<file path="src/inc/jap_pkg.sv">
// constants and types shared by the jtag access protection block
package jap_pkg;
  // lock word in boot-loader flash, 0x17FC..0x17FF
  localparam logic [15:0] LOCK_KEY_ADDR = 16'h17FC;
  localparam logic [31:0] KEY_ERASED = 32'h0000_0000;
  localparam logic [31:0] KEY_BLANK = 32'hFFFF_FFFF;
  // fram lock location and signatures
  localparam logic [15:0] FRAM_LOCK_ADDR = 16'hFF80;
  localparam logic [31:0] SECURE_SIG = 32'h5555_5555;
  localparam logic [31:0] FRAM_LOCK_SIG = 32'h5555_5555;
  // mailbox words
  localparam logic [15:0] MB_MODE32 = 16'h0011;
  localparam logic [15:0] MB_MODE16 = 16'h0001;
  localparam logic [15:0] MB_LPM = 16'hA55A;
  localparam logic [15:0] MB_PW_REQ = 16'h1E1E;
  localparam logic [15:0] MB_ERASE = 16'h1A1A;
  localparam int PW_WORDS = 4;
  // protection unit control register
  localparam logic [15:0] PU_CTL_ADDR = 16'h05A0;
  localparam logic [15:0] PU_DISABLE = 16'hA500;
  localparam logic [7:0] PU_KEY = 8'hA5;
  localparam int PU_EN_BIT = 0;
  localparam int PU_LOCK_BIT = 1;
  localparam logic [15:0] PU_CTL_RESET = 16'h0000;
  // instruction codes, 8-bit instruction register
  localparam logic [7:0] IR_BYPASS = 8'hFF;
  localparam logic [7:0] IR_CTL_CAPTURE = 8'h14;
  localparam logic [7:0] IR_CTL_WRITE = 8'h13;
  localparam logic [7:0] IR_MAILBOX = 8'h61;
  localparam logic [7:0] IR_BOR_TRIG = 8'h62;
  localparam logic [7:0] IR_MEM = 8'h63;
  localparam logic [7:0] IR_CAPTURE_VAL = 8'h01;
  // control signal register
  localparam logic [15:0] CTL_RESET = 16'h2401;
  localparam int CTL_POR_BIT = 9;
  // password window
  localparam real PW_TIMEOUT_S = 1.2;
  localparam real CLK_HZ = 200.0e6;
  localparam int PW_TIMEOUT_CYC = int'($floor(PW_TIMEOUT_S * CLK_HZ));

  typedef enum logic [3:0] {
    TAP_TLR = 4'h0, TAP_RTI = 4'h1, TAP_SEL_DR = 4'h3, TAP_CAP_DR = 4'h2,
    TAP_SH_DR = 4'h6, TAP_EX1_DR = 4'h7, TAP_PA_DR = 4'h5,
    TAP_EX2_DR = 4'h4, TAP_UPD_DR = 4'hC, TAP_SEL_IR = 4'hD,
    TAP_CAP_IR = 4'hF, TAP_SH_IR = 4'hE, TAP_EX1_IR = 4'hA,
    TAP_PA_IR = 4'hB, TAP_EX2_IR = 4'h9, TAP_UPD_IR = 4'h8
  } jap_tap_type;
endpackage : jap_pkg

</file>
<file path="src/jap_sync.sv">
// two-flop synchroniser for pin inputs
`timescale 1ns/1ps
`default_nettype none
module jap_sync #(
  parameter int W = 4
) (
  input wire logic clk_sys,
  input wire logic sys_rst,
  input wire logic [W-1:0] async_in,
  output logic [W-1:0] sync_out
);
  logic [W-1:0] meta_q;
  logic [W-1:0] sync_q;
  genvar i;
  generate
    for (i = 0; i < W; i++) begin : g_bit
      always_ff @(posedge clk_sys) begin
        if (sys_rst) begin
          meta_q[i] <= 1'b0;
          sync_q[i] <= 1'b0;
        end else begin
          meta_q[i] <= async_in[i];
          sync_q[i] <= meta_q[i];
        end
      end
    end
  endgenerate
  assign sync_out = sync_q;
endmodule : jap_sync
`default_nettype wire

</file>
<file path="src/jap_top.sv">
// jtag tap with lock key, secured mode, password mailbox and pu control
`timescale 1ns/1ps
`default_nettype none
// Summary of operation
// - lock word neither all zeros nor all ones disables jtag on non-fram parts; fram parts ignore it
// - new lock word takes effect only at boot after brownout reset
// - writing the brownout data register resets device and jtag
// - fram secure signature plus brownout refuses all jtag access on password parts
// - protected mode needs matching password before jtag opens
// - locked and reset device offers bypass and mailbox only, one tck delay
// - password window 1.2 s; missing or wrong password forces brownout
// - non-password parts lock on fram lock signature
// - writing 0xA500 to unlocked enabled unit disables it
// - locked protection unit setting clears only by brownout reset
module jap_top
  import jap_pkg::*;
#(
  parameter int PW_TIMEOUT_CYC_P = PW_TIMEOUT_CYC
) (
  input wire logic clk_sys,
  input wire logic sys_rst,
  input wire logic tck_pin,
  input wire logic tms_pin,
  input wire logic tdi_pin,
  input wire logic rst_pin_n,
  output logic tdo_pin,
  output logic tdo_oe,
  input wire logic [31:0] lock_word,
  input wire logic [31:0] fram_word,
  input wire logic is_fram,
  input wire logic has_password,
  input wire logic pw_enable,
  input wire logic [63:0] stored_pw,
  input wire logic fw_pu_we,
  input wire logic [15:0] fw_pu_wdata,
  output logic brownout_reset,
  output logic lpm_request,
  output logic user_erase,
  output logic por_command,
  output logic pu_enable,
  output logic pu_locked,
  output logic jtag_locked
);
  function automatic logic ir_allowed(input logic [7:0] ir,
                                      input logic blk, input logic mb_ok);
    if (ir == IR_BYPASS) return 1'b1;
    if (ir == IR_MAILBOX) return mb_ok;
    return ~blk;
  endfunction : ir_allowed

  function automatic logic [4:0] dr_msb(input logic [7:0] ir);
    unique case (ir)
      IR_MEM: return 5'h1F;
      IR_CTL_CAPTURE, IR_CTL_WRITE, IR_MAILBOX, IR_BOR_TRIG: return 5'h0F;
      default: return 5'h00;
    endcase
  endfunction : dr_msb

  logic s_tck, s_tms, s_tdi, s_rstn;
  jap_sync #(.W(4)) u_sync (
    .clk_sys(clk_sys),
    .sys_rst(sys_rst),
    .async_in({tck_pin, tms_pin, tdi_pin, rst_pin_n}),
    .sync_out({s_tck, s_tms, s_tdi, s_rstn})
  );

  jap_tap_type tap_q, tap_d;
  logic [7:0] ir_q, ir_d, irs_q, irs_d, ir_eff;
  logic [31:0] dr_q, dr_d;
  logic tdo_q, tdo_d, oe_q, oe_d, tck_prev_q;
  logic armed_q, armed_d, secured_q, secured_d, prot_q, prot_d;
  logic hp_q, hp_d, unlocked_q, unlocked_d, bypass_q, bypass_d;
  logic [15:0] ctl_q, ctl_d, pu_q, pu_d;
  logic mb_first_q, mb_first_d, mb32_q, mb32_d, pw_wait_q, pw_wait_d;
  logic [1:0] pw_idx_q, pw_idx_d;
  logic [31:0] pw_cnt_q, pw_cnt_d;
  logic bor_q, bor_d, lpmp_q, lpmp_d, lpm_q, lpm_d, erase_q, erase_d;
  logic por_q, por_d, boot_q, rstn_prev_q, locked_q, locked_d;
  logic rise, fall, rst_int, boot_rel, upd_dr, blk, mb_ok, rst_evt;
  logic key_lock, fram_lock;
  logic [15:0] pw_word;

  assign rise = s_tck & ~tck_prev_q;
  assign fall = ~s_tck & tck_prev_q;
  // an internal brownout also resets the tap and lock state
  assign rst_int = sys_rst | bor_q;
  assign boot_rel = boot_q & ~rst_int;
  assign upd_dr = fall & (tap_q == TAP_UPD_DR);
  assign blk = bypass_q | (prot_q & ~unlocked_q);
  // mailbox stays open, except on secured password parts, so locked parts can still be erased or unlocked
  assign mb_ok = ~(secured_q & hp_q);
  assign ir_eff = ir_allowed(ir_q, blk, mb_ok) ? ir_q : IR_BYPASS;
  assign key_lock = (lock_word != KEY_ERASED) && (lock_word != KEY_BLANK);
  assign fram_lock = has_password ? (fram_word == SECURE_SIG)
                                  : (fram_word == FRAM_LOCK_SIG);
  assign pw_word = stored_pw[{pw_idx_q, 4'h0} +: 16];

  // tap state, instruction and data shift
  always_comb begin
    tap_d = tap_q;
    ir_d = ir_q;
    irs_d = irs_q;
    dr_d = dr_q;
    tdo_d = tdo_q;
    oe_d = oe_q;
    if (rise) begin
      unique case (tap_q)
        TAP_TLR: tap_d = s_tms ? TAP_TLR : TAP_RTI;
        TAP_RTI: tap_d = s_tms ? TAP_SEL_DR : TAP_RTI;
        TAP_SEL_DR: tap_d = s_tms ? TAP_SEL_IR : TAP_CAP_DR;
        TAP_CAP_DR: tap_d = s_tms ? TAP_EX1_DR : TAP_SH_DR;
        TAP_SH_DR: tap_d = s_tms ? TAP_EX1_DR : TAP_SH_DR;
        TAP_EX1_DR: tap_d = s_tms ? TAP_UPD_DR : TAP_PA_DR;
        TAP_PA_DR: tap_d = s_tms ? TAP_EX2_DR : TAP_PA_DR;
        TAP_EX2_DR: tap_d = s_tms ? TAP_UPD_DR : TAP_SH_DR;
        TAP_UPD_DR: tap_d = s_tms ? TAP_SEL_DR : TAP_RTI;
        TAP_SEL_IR: tap_d = s_tms ? TAP_TLR : TAP_CAP_IR;
        TAP_CAP_IR: tap_d = s_tms ? TAP_EX1_IR : TAP_SH_IR;
        TAP_SH_IR: tap_d = s_tms ? TAP_EX1_IR : TAP_SH_IR;
        TAP_EX1_IR: tap_d = s_tms ? TAP_UPD_IR : TAP_PA_IR;
        TAP_PA_IR: tap_d = s_tms ? TAP_EX2_IR : TAP_PA_IR;
        TAP_EX2_IR: tap_d = s_tms ? TAP_UPD_IR : TAP_SH_IR;
        TAP_UPD_IR: tap_d = s_tms ? TAP_SEL_DR : TAP_RTI;
      endcase
      if (tap_q == TAP_CAP_DR) begin
        unique case (ir_eff)
          IR_CTL_CAPTURE, IR_CTL_WRITE: dr_d = {16'h0000, ctl_q};
          IR_MEM: dr_d = {PU_CTL_ADDR, pu_q};
          default: dr_d = 32'h0000_0000;
        endcase
      end
      // bypass is a one-bit register, so tdi reappears one tck later
      if (tap_q == TAP_SH_DR) dr_d = {dr_q[30:0], s_tdi};
      if (tap_q == TAP_CAP_IR) irs_d = IR_CAPTURE_VAL;
      if (tap_q == TAP_SH_IR) irs_d = {irs_q[6:0], s_tdi};
    end
    if (fall) begin
      oe_d = (tap_q == TAP_SH_DR) || (tap_q == TAP_SH_IR);
      if (tap_q == TAP_SH_DR) tdo_d = dr_q[dr_msb(ir_eff)];
      if (tap_q == TAP_SH_IR) tdo_d = irs_q[7];
      if (tap_q == TAP_UPD_IR) ir_d = irs_q;
      if (tap_q == TAP_TLR) ir_d = IR_BYPASS;
    end
  end

  always_ff @(posedge clk_sys) begin
    if (rst_int) begin
      tap_q <= TAP_TLR;
      ir_q <= IR_BYPASS;
      irs_q <= IR_CAPTURE_VAL;
      dr_q <= 32'h0000_0000;
      tdo_q <= 1'b0;
      oe_q <= 1'b0;
      tck_prev_q <= 1'b0;
    end else begin
      tap_q <= tap_d;
      ir_q <= ir_d;
      irs_q <= irs_d;
      dr_q <= dr_d;
      tdo_q <= tdo_d;
      oe_q <= oe_d;
      tck_prev_q <= s_tck;
    end
  end

  // lock state, mailbox and protection unit
  always_comb begin
    armed_d = armed_q;
    secured_d = secured_q;
    prot_d = prot_q;
    hp_d = hp_q;
    unlocked_d = unlocked_q;
    bypass_d = bypass_q;
    ctl_d = ctl_q;
    pu_d = pu_q;
    mb_first_d = mb_first_q;
    mb32_d = mb32_q;
    pw_wait_d = pw_wait_q;
    pw_idx_d = pw_idx_q;
    pw_cnt_d = pw_cnt_q;
    lpmp_d = lpmp_q;
    bor_d = 1'b0;
    erase_d = 1'b0;
    por_d = 1'b0;
    rst_evt = rstn_prev_q & ~s_rstn;
    // lock sampled once per boot, so a fresh key waits for brownout
    if (boot_rel) begin
      armed_d = is_fram ? fram_lock : key_lock;
      secured_d = is_fram & fram_lock;
      hp_d = has_password;
      prot_d = is_fram & has_password & pw_enable;
      unlocked_d = 1'b0;
      bypass_d = is_fram ? fram_lock : key_lock;
    end
    if (fall && tap_q == TAP_UPD_IR && irs_q == IR_MAILBOX) mb_first_d = 1'b1;
    if (upd_dr) begin
      unique case (ir_eff)
        IR_CTL_WRITE: begin
          ctl_d = dr_q[15:0];
          por_d = dr_q[CTL_POR_BIT];
          rst_evt = rst_evt | dr_q[CTL_POR_BIT];
        end
        IR_BOR_TRIG: bor_d = 1'b1;
        IR_MEM: begin
          if (dr_q[31:16] == PU_CTL_ADDR && dr_q[15:8] == PU_KEY &&
              !pu_q[PU_LOCK_BIT]) begin
            pu_d = {8'h00, dr_q[7:0]};
          end
        end
        IR_MAILBOX: begin
          if (mb_first_q) begin
            mb_first_d = 1'b0;
            mb32_d = (dr_q[15:0] == MB_MODE32);
          end else if (pw_wait_q && !mb32_q) begin
            if (dr_q[15:0] != pw_word) begin
              bor_d = 1'b1;
            end else if (pw_idx_q == 2'(PW_WORDS - 1)) begin
              unlocked_d = 1'b1;
              pw_wait_d = 1'b0;
            end else begin
              pw_idx_d = pw_idx_q + 2'h1;
            end
          end else if (dr_q[15:0] == MB_LPM) begin
            lpmp_d = 1'b1;
          end else if (dr_q[15:0] == MB_PW_REQ && prot_q) begin
            pw_wait_d = 1'b1;
            pw_idx_d = 2'h0;
            pw_cnt_d = 32'h0000_0000;
          end else if (dr_q[15:0] == MB_ERASE && !hp_q) begin
            erase_d = 1'b1;
          end
        end
        default: begin
        end
      endcase
    end
    if (pw_wait_q) begin
      pw_cnt_d = pw_cnt_q + 32'h0000_0001;
      if (pw_cnt_q == 32'(PW_TIMEOUT_CYC_P - 1)) bor_d = 1'b1;
    end
    if (armed_q && rst_evt) bypass_d = 1'b1;
    // firmware may arm or lock the unit; a locked unit ignores all writes
    if (fw_pu_we && !pu_q[PU_LOCK_BIT]) pu_d = {8'h00, fw_pu_wdata[7:0]};
    lpm_d = lpmp_q & s_rstn;
    locked_d = blk;
  end

  always_ff @(posedge clk_sys) begin
    if (rst_int) begin
      armed_q <= 1'b0;
      secured_q <= 1'b0;
      prot_q <= 1'b0;
      hp_q <= 1'b0;
      unlocked_q <= 1'b0;
      bypass_q <= 1'b0;
      ctl_q <= CTL_RESET;
      pu_q <= PU_CTL_RESET;
      mb_first_q <= 1'b0;
      mb32_q <= 1'b0;
      pw_wait_q <= 1'b0;
      pw_idx_q <= 2'h0;
      pw_cnt_q <= 32'h0000_0000;
      erase_q <= 1'b0;
      por_q <= 1'b0;
      locked_q <= 1'b0;
    end else begin
      armed_q <= armed_d;
      secured_q <= secured_d;
      prot_q <= prot_d;
      hp_q <= hp_d;
      unlocked_q <= unlocked_d;
      bypass_q <= bypass_d;
      ctl_q <= ctl_d;
      pu_q <= pu_d;
      mb_first_q <= mb_first_d;
      mb32_q <= mb32_d;
      pw_wait_q <= pw_wait_d;
      pw_idx_q <= pw_idx_d;
      pw_cnt_q <= pw_cnt_d;
      erase_q <= erase_d;
      por_q <= por_d;
      locked_q <= locked_d;
    end
  end

  // low-power request must survive the brownout it precedes
  always_ff @(posedge clk_sys) begin
    if (sys_rst) begin
      bor_q <= 1'b0;
      boot_q <= 1'b1;
      lpmp_q <= 1'b0;
      lpm_q <= 1'b0;
      // synchroniser resets low; a high start would fake a reset-pin edge
      rstn_prev_q <= 1'b0;
    end else begin
      bor_q <= bor_d & ~bor_q;
      boot_q <= rst_int;
      lpmp_q <= lpmp_d;
      lpm_q <= lpm_d;
      rstn_prev_q <= s_rstn;
    end
  end

  assign tdo_pin = tdo_q;
  assign tdo_oe = oe_q;
  assign brownout_reset = bor_q;
  assign lpm_request = lpm_q;
  assign user_erase = erase_q;
  assign por_command = por_q;
  assign pu_enable = pu_q[PU_EN_BIT];
  assign pu_locked = pu_q[PU_LOCK_BIT];
  assign jtag_locked = locked_q;
endmodule : jap_top
`default_nettype wire

</file>
<file path="config.mk">
export PLATFORM = sky130hd
export DESIGN_NAME = jap_top
export DESIGN_NICKNAME = d
export VERILOG_FILES = /design/src/inc/jap_pkg.sv /design/src/jap_sync.sv /design/src/jap_top.sv
export SDC_FILE = /design/constraint.sdc
export NUM_CORES = 1
export LEC_CHECK = 0
export ABC_AREA = 1
export BUFFER_PORTS_ARGS = -buffer_cell sky130_fd_sc_hd__buf_2
export CORE_MARGIN = 1
export CORE_UTILIZATION = 45
export CTS_BUF_LIST = sky130_fd_sc_hd__clkbuf_8
export DETAILED_ROUTE_END_ITERATION = 7
export MAX_ROUTING_LAYER = met4
export PLACE_DENSITY = 0.75
export SKIP_LAST_GASP = 1
export SLEW_MARGIN = 0
export SYNTH_ARGS = -nofsm -noshare
export SYNTH_HDL_FRONTEND = slang
export SYNTH_SLANG_ARGS = --single-unit
</file>
<file path="constraint.sdc">
create_clock -name clk_sys -period 5.2 [get_ports clk_sys]
set_input_delay 1.04 -clock clk_sys [delete_from_list [all_inputs] [get_ports clk_sys]]
set_output_delay 1.04 -clock clk_sys [all_outputs]
set_load 0.05 [all_outputs]
</file>
Word-level counts from Yosys, hierarchy flattened
Cells that the tools add are included.
{"block": "totals", "register_bits": 138, "elab_cells": 235, "in_bits": 154}
{"block": "classes", "reduce_logical": 46, "n_addsub": 2, "n_bitwise": 28, "n_shift": 1, "n_eq_ne": 41, "order_cmp": 1, "muxes": 80}
{"cell": "$mux W32", "n": 9}
{"cell": "$mux W8", "n": 9}
{"cell": "$shiftx A64 B7 Y16", "n": 1}
{"cell": "$pmux W27 S2", "n": 1}
{"cell": "$pmux W4 S12", "n": 1}
{"cell": "$mux W1", "n": 41}
{"cell": "$eq A8 B7 Y1 const B", "n": 5}
{"cell": "$add A32 B1 Y32 const B", "n": 1}
{"cell": "$eq A16 B13 Y1 const B", "n": 2}
{"cell": "$eq A32 B28 Y1 const B", "n": 1}
{"cell": "$eq A32 B31 Y1 const B", "n": 1}
{"cell": "$eq A4 B4 Y1 const B", "n": 8}
{"cell": "$ne A32 B32 Y1 const B", "n": 1}
{"cell": "$reduce_bool A32 Y1", "n": 1}
{"cell": "$reduce_bool A2 Y1", "n": 12}
{"cell": "$eq A16 B11 Y1 const B", "n": 1}
{"cell": "$eq A16 B16 Y1 const B", "n": 1}
{"cell": "$eq A16 B5 Y1 const B", "n": 1}
{"cell": "$eq A4 B3 Y1 const B", "n": 4}
{"cell": "$eq A8 B5 Y1 const B", "n": 2}
{"cell": "$eq A8 B8 Y1 const B", "n": 2}
{"cell": "$mux W2", "n": 8}
{"cell": "$mux W4", "n": 4}
{"cell": "$ne A16 B16 Y1", "n": 1}
{"cell": "28 further kinds", "n": 81}

Longest topological paths before layout
{"block": "logic_depth", "ltp_word": 16, "mapped_depth": 16, "ltp_nobuf": 15}

By module
A second synthesis with hierarchy kept.
{"block": "hier_totals", "cells_unflattened": 1128, "hier_area_um2": 7547.2}
{"module": "jap_top", "area_each_um2": 7315.8, "cells_each": 1103, "n_inst": 1}
{"module": "jap_sync", "area_each_um2": 231.5, "cells_each": 25, "n_inst": 1}

Worst setup path before layout
No wires, ideal clock.
{"block": "synth_timing", "path_kind": "input -> register", "start": "input port stored_pw[22]", "end": "register pw_idx_q[0]", "path_slack_ns": 3.137, "t_arrival_ns": 1.999, "setup_time_ns": 0.064, "t_required_ns": 5.136, "path_buffers": 0, "path_stages": 13, "path_cell_list": "nand2_1 nand3_1 nand2_1 xor2_1 nor2_1 nand3_1 nor2_1 nand2_1 nand2_1 nand3_1 nand2_1 inv_1 nor2_1"}
{"block": "synth_via", "elab_chain_cells": 4}
{"element": "from (decl)", "line_no": "jap_top.sv:33", "text": "input wire logic [63:0] stored_pw,"}
{"element": "$shiftx A64 B7 Y16", "line_no": "jap_top.sv:96", "text": "assign pw_word = stored_pw[{pw_idx_q, 4'h0} +: 16];"}
{"element": "$ne A16 B16 Y1", "line_no": "jap_top.sv:215", "text": "if (dr_q[15:0] != pw_word) begin"}
{"element": "$ne A2 B2 Y1 (no line)"}
{"element": "$reduce_and A7 Y1 (no line)"}
{"element": "to (signal assigned)", "line_no": "jap_top.sv:278", "text": "pw_idx_q <= pw_idx_d;"}
{"element": "to (decl)", "line_no": "jap_top.sv:75", "text": "logic [1:0] pw_idx_q, pw_idx_d;"}
No other way between the ends.
A chain may end at the register's enable or synchronous reset.

Worst setup path in the final report
{"block": "layout_timing", "start": "register tap_q[2]", "end": "register pw_cnt_q[21]"}
{"block": "layout_via", "elab_chain_cells": 4}
{"element": "from (decl)", "line_no": "jap_top.sv:67", "text": "jap_tap_type tap_q, tap_d;"}
{"element": "from (signal assigned)", "line_no": "jap_top.sv:156", "text": "tap_q <= tap_d;"}
{"element": "$eq A4 B4 Y1", "line_no": "jap_top.sv:88", "text": "assign upd_dr = fall & (tap_q == TAP_UPD_DR);"}
{"element": "$and A1 B1 Y1", "line_no": "jap_top.sv:88"}
{"element": "$reduce_bool A2 Y1 (no line)"}
{"element": "$reduce_and A6 Y1 (no line)"}
{"element": "to (signal assigned)", "line_no": "jap_top.sv:279", "text": "pw_cnt_q <= pw_cnt_d;"}
{"element": "to (decl)", "line_no": "jap_top.sv:76", "text": "logic [31:0] pw_cnt_q, pw_cnt_d;"}
No other way between the ends.

==> reports/metrics.yaml <==
floorplan:
  initial_core_util_pct: 46.8
  rows: 46
  coreArea_sq_um: 16100
  io_pins: 163
  die-width_um: 131
  die_y_um: 131
  die_area_sq_um: 17200
sta:
  worst_slew_pin_slew_ns: 1.18
  period_minus_slack_ns: 2.93
  rsz0062_at_grt: "false"
  fmax_mhz: 341
  setup_ws_ns: 2.27
  clock_skew_ns: 0.0134
  report.final.slew_viol_count: 0
  hold_slack_ns: 0.408
  post-route-period-util_pct: 56.4
  setup_tns_ns: 0
  hold_viol_final: 0
  slew_headroom_pct: 21.0
  finalSetupViolations: 0
hold_path:
  min_path_type: "reg2reg"
  min_from: "u_sync.meta_q[1]"
  holdPathEnd: "u_sync.sync_out[1]"
  hold_depth: 2
cts:
  cts_resized: 0
  cts-root-buf: "clkbuf_8"
  cts_buffer_depth: 2
  cts_made_buffers: 17
  postCtsHoldBufs: 0
  cts_setup_buffers: 0
  htree_levels: 4
  clock_latency_ns: 0.46
  path_clk_slew_ns: 0.08
  cts_tree: "yes"
  cts_sinks: 138
synthesis:
  synth_edf_count: 0
  ys.flop_type: "dfxtp_1"
  syn_area_sq_um: 7510
  yosysWarnings: 0
  seq_area_frac_synth_pct: 36.8
  synth-xor-area-share_pct: 2.22
  synthMuxAreaShare_pct: 0
  synth_compound_area_share_pct: 16.6
  synth_top_family_by_area: "simple AND/OR/NAND/NOR gates"
  syn_inst: 1120
  synth_seq_cells: 138
  synth-simple-area-share_pct: 34.5
  synth_fa_ha_area_share_pct: 0.333
  syn-mean-instance-area_sq_um: 6.70
  synthesis.nets: 1276
  synth-async-reset-ratio_pct: 0
  synth_cell_types: 42
pwr:
  powerDensity_nw_per_um2: 241
  ir_drop_v: 0.000180
  fin_total_pwr_mw: 2.12
  leakage_nw: 3.70
job:
  maxCapViolations: 0
critical_path:
  critPathMaxFanout: 28
  critPathKind: "reg2reg"
  critical_path.endpoint_type: "flop"
  worst-endpoint-arrival_ns: 3.31
  cp_data_required_time_ns: 5.58
  cp_cell_sequence: "nand2_1 -> inv_1 -> nand3_2 -> nor2_1 -> inv_1 -> nor2_1 -> nor2_1 -> inv_1 -> a211oi_1"
  max_stage_delay_ns: 0.68
  r2r_end: "pw_cnt_q[21]"
  reg2reg_from: "tap_q[2]"
  reg2reg_depth: 9
  crit_slowest_cell: "dfxtp_1"
  cp-start-kind: "flop"
  rrSetupSlack_ns: 2.27
global_route:
  grtUsageTotal_pct: 24.5
  overflow: 0
  grt_max_degree: 49
  grt_pass1_vias: 7137
  antenna_found_initial: 0
  grt_pass1_wl_um: 33600
route:
  ant_nets: 0
  wl_um: 20100
  wl_per_cell_um: 13.5
  drtPass1Iterations: 5
  vias_per_cell: 5.38
  num_vias: 7962
  drc: 0
  drt_iter0_drc: 633
layout:
  n_antenna_cell: 0
  final_common_cell: "nand2_1"
  fin_cells: 1481
  final_cell_mix: "nand2_1 (232), buf_2 (154), dfxtp_1 (138)"
  post_route_cells_drive_above_1_share_pct: 18.2
  area_growth_pct: 17.2
  nets: 1409
placement:
  pre_cts_slack_ns: 2.28
  dpl.hpwl_um: 14100
  place_congestion: 0.897
  numPlacedInstances: 1450
  port_buffers: 154
status:
  status: "completed"
sequential cells by signal (all words and copies together), names as in the netlist, 2 cells and up:
| signal | cells |
|---|---|
| irs_q | 8 |
| u_sync.sync_out | 4 |
| ctl_q | 16 |
| dr_q | 32 |
| ir_q | 8 |
| pw_idx_q | 2 |
| pw_cnt_q | 32 |
| pu_q | 8 |
| tap_q | 4 |
| u_sync.meta_q | 4 |
report_power, final:
part / leakage, nW / total [mW] / switching [mW] / internal, mW
combinational: 2.36 / 0.150 / 0.0834 / 0.0663
sequential: 1.12 / 1.08 / 0.00857 / 1.07
clock: 0.215 / 0.895 / 0.400 / 0.495
synthesized netlist by cell type, types with 3 or more instances:
| library cell | number | area [sq um] |
|---|---|---|
| xor2_1 | 19 | 166 |
| a31oi_1 | 9 | 56.3 |
| o21ai_0 | 56 | 280 |
| nand3_1 | 101 | 505 |
| nand3_2 | 4 | 40.0 |
| dfxtp_1 | 138 | 2760 |
| inv_2 | 10 | 37.5 |
| inv_1 | 124 | 465 |
| or2_1 | 3 | 18.8 |
| a221oi_1 | 8 | 70.1 |
| o2111ai_1 | 4 | 35.0 |
| nor3_1 | 26 | 130 |
| a21oi_1 | 100 | 500 |
| nor4_1 | 26 | 163 |
| a211oi_1 | 14 | 105 |
| nor2_1 | 101 | 379 |
| clkbuf_1 | 27 | 101 |
| buf_2 | 14 | 70.1 |
| nor2_2 | 10 | 62.6 |
| o211ai_1 | 14 | 105 |
| buf_1 | 3 | 11.3 |
| o22ai_1 | 3 | 18.8 |
| nand2_2 | 6 | 37.5 |
| nand2_1 | 232 | 871 |
| nand4_1 | 43 | 269 |
critical path, delay by kind of cell, from the launching register on:
| kind | cells | cell delay, ns |
|---|---|---|
| flops | 1 | 0.68 |
| buf+inv | 3 | 0.53 |
| simple gates | 5 | 1.33 |
| compound gates | 1 | 0.30 |
kinds of logic (layout without fill, tap and decap cells):
group,Yosys count,count (layout)
xor gates and xnor gates,19,19
AOI/OAI and AO/OA,217,217
buffers and inverters,182,327
adders and majority gates,2,2
and+or+nand+nor,562,562
DFF,138,138
stage by stage:
step | util, % | cell area (sq um)
detailed placement | 52.3 | 8390
floorplan | - | 7510
finish | 54.8 | 8800
global placement | 52.3 | 8390
global route | 54.8 | 8800
CTS | 54.8 | 8800
worst max path at each step:
stage,endpoint,slack (ns),cells past startpoint,startpoint
3_5_place_dp,brownout_reset,2.28,12,pw_idx_q[1]
3_3_place_gp,brownout_reset,2.27,12,pw_idx_q[1]
2_1_floorplan,pw_idx_q[0],3.14,13,stored_pw[22]
6_report,pw_cnt_q[21],2.27,9,tap_q[2]
4_1_cts,brownout_reset,2.27,12,pw_idx_q[1]
5_1_grt,pw_idx_q[0],1.88,13,pw_idx_q[1]
per-layer routing:
metal | wire length [um] | GRT usage [%]
met1 | 9120 | 30.9
met2 | 9260 | 38.4
met3 | 1320 | 5.32
met4 | 346 | 8.95
met5 | 0 | -
final cells by class:
type	instances	area [sq um]
clock buffers	23	317
repair buffers	161	823
clock inverters	8	91.3
inverters	135	507
fillers	1565	7260
flip-flops and latches	138	2760
multi-input cells	800	4030
well taps	216	270
No activity file was read; power rests on OpenSTA's default activity.
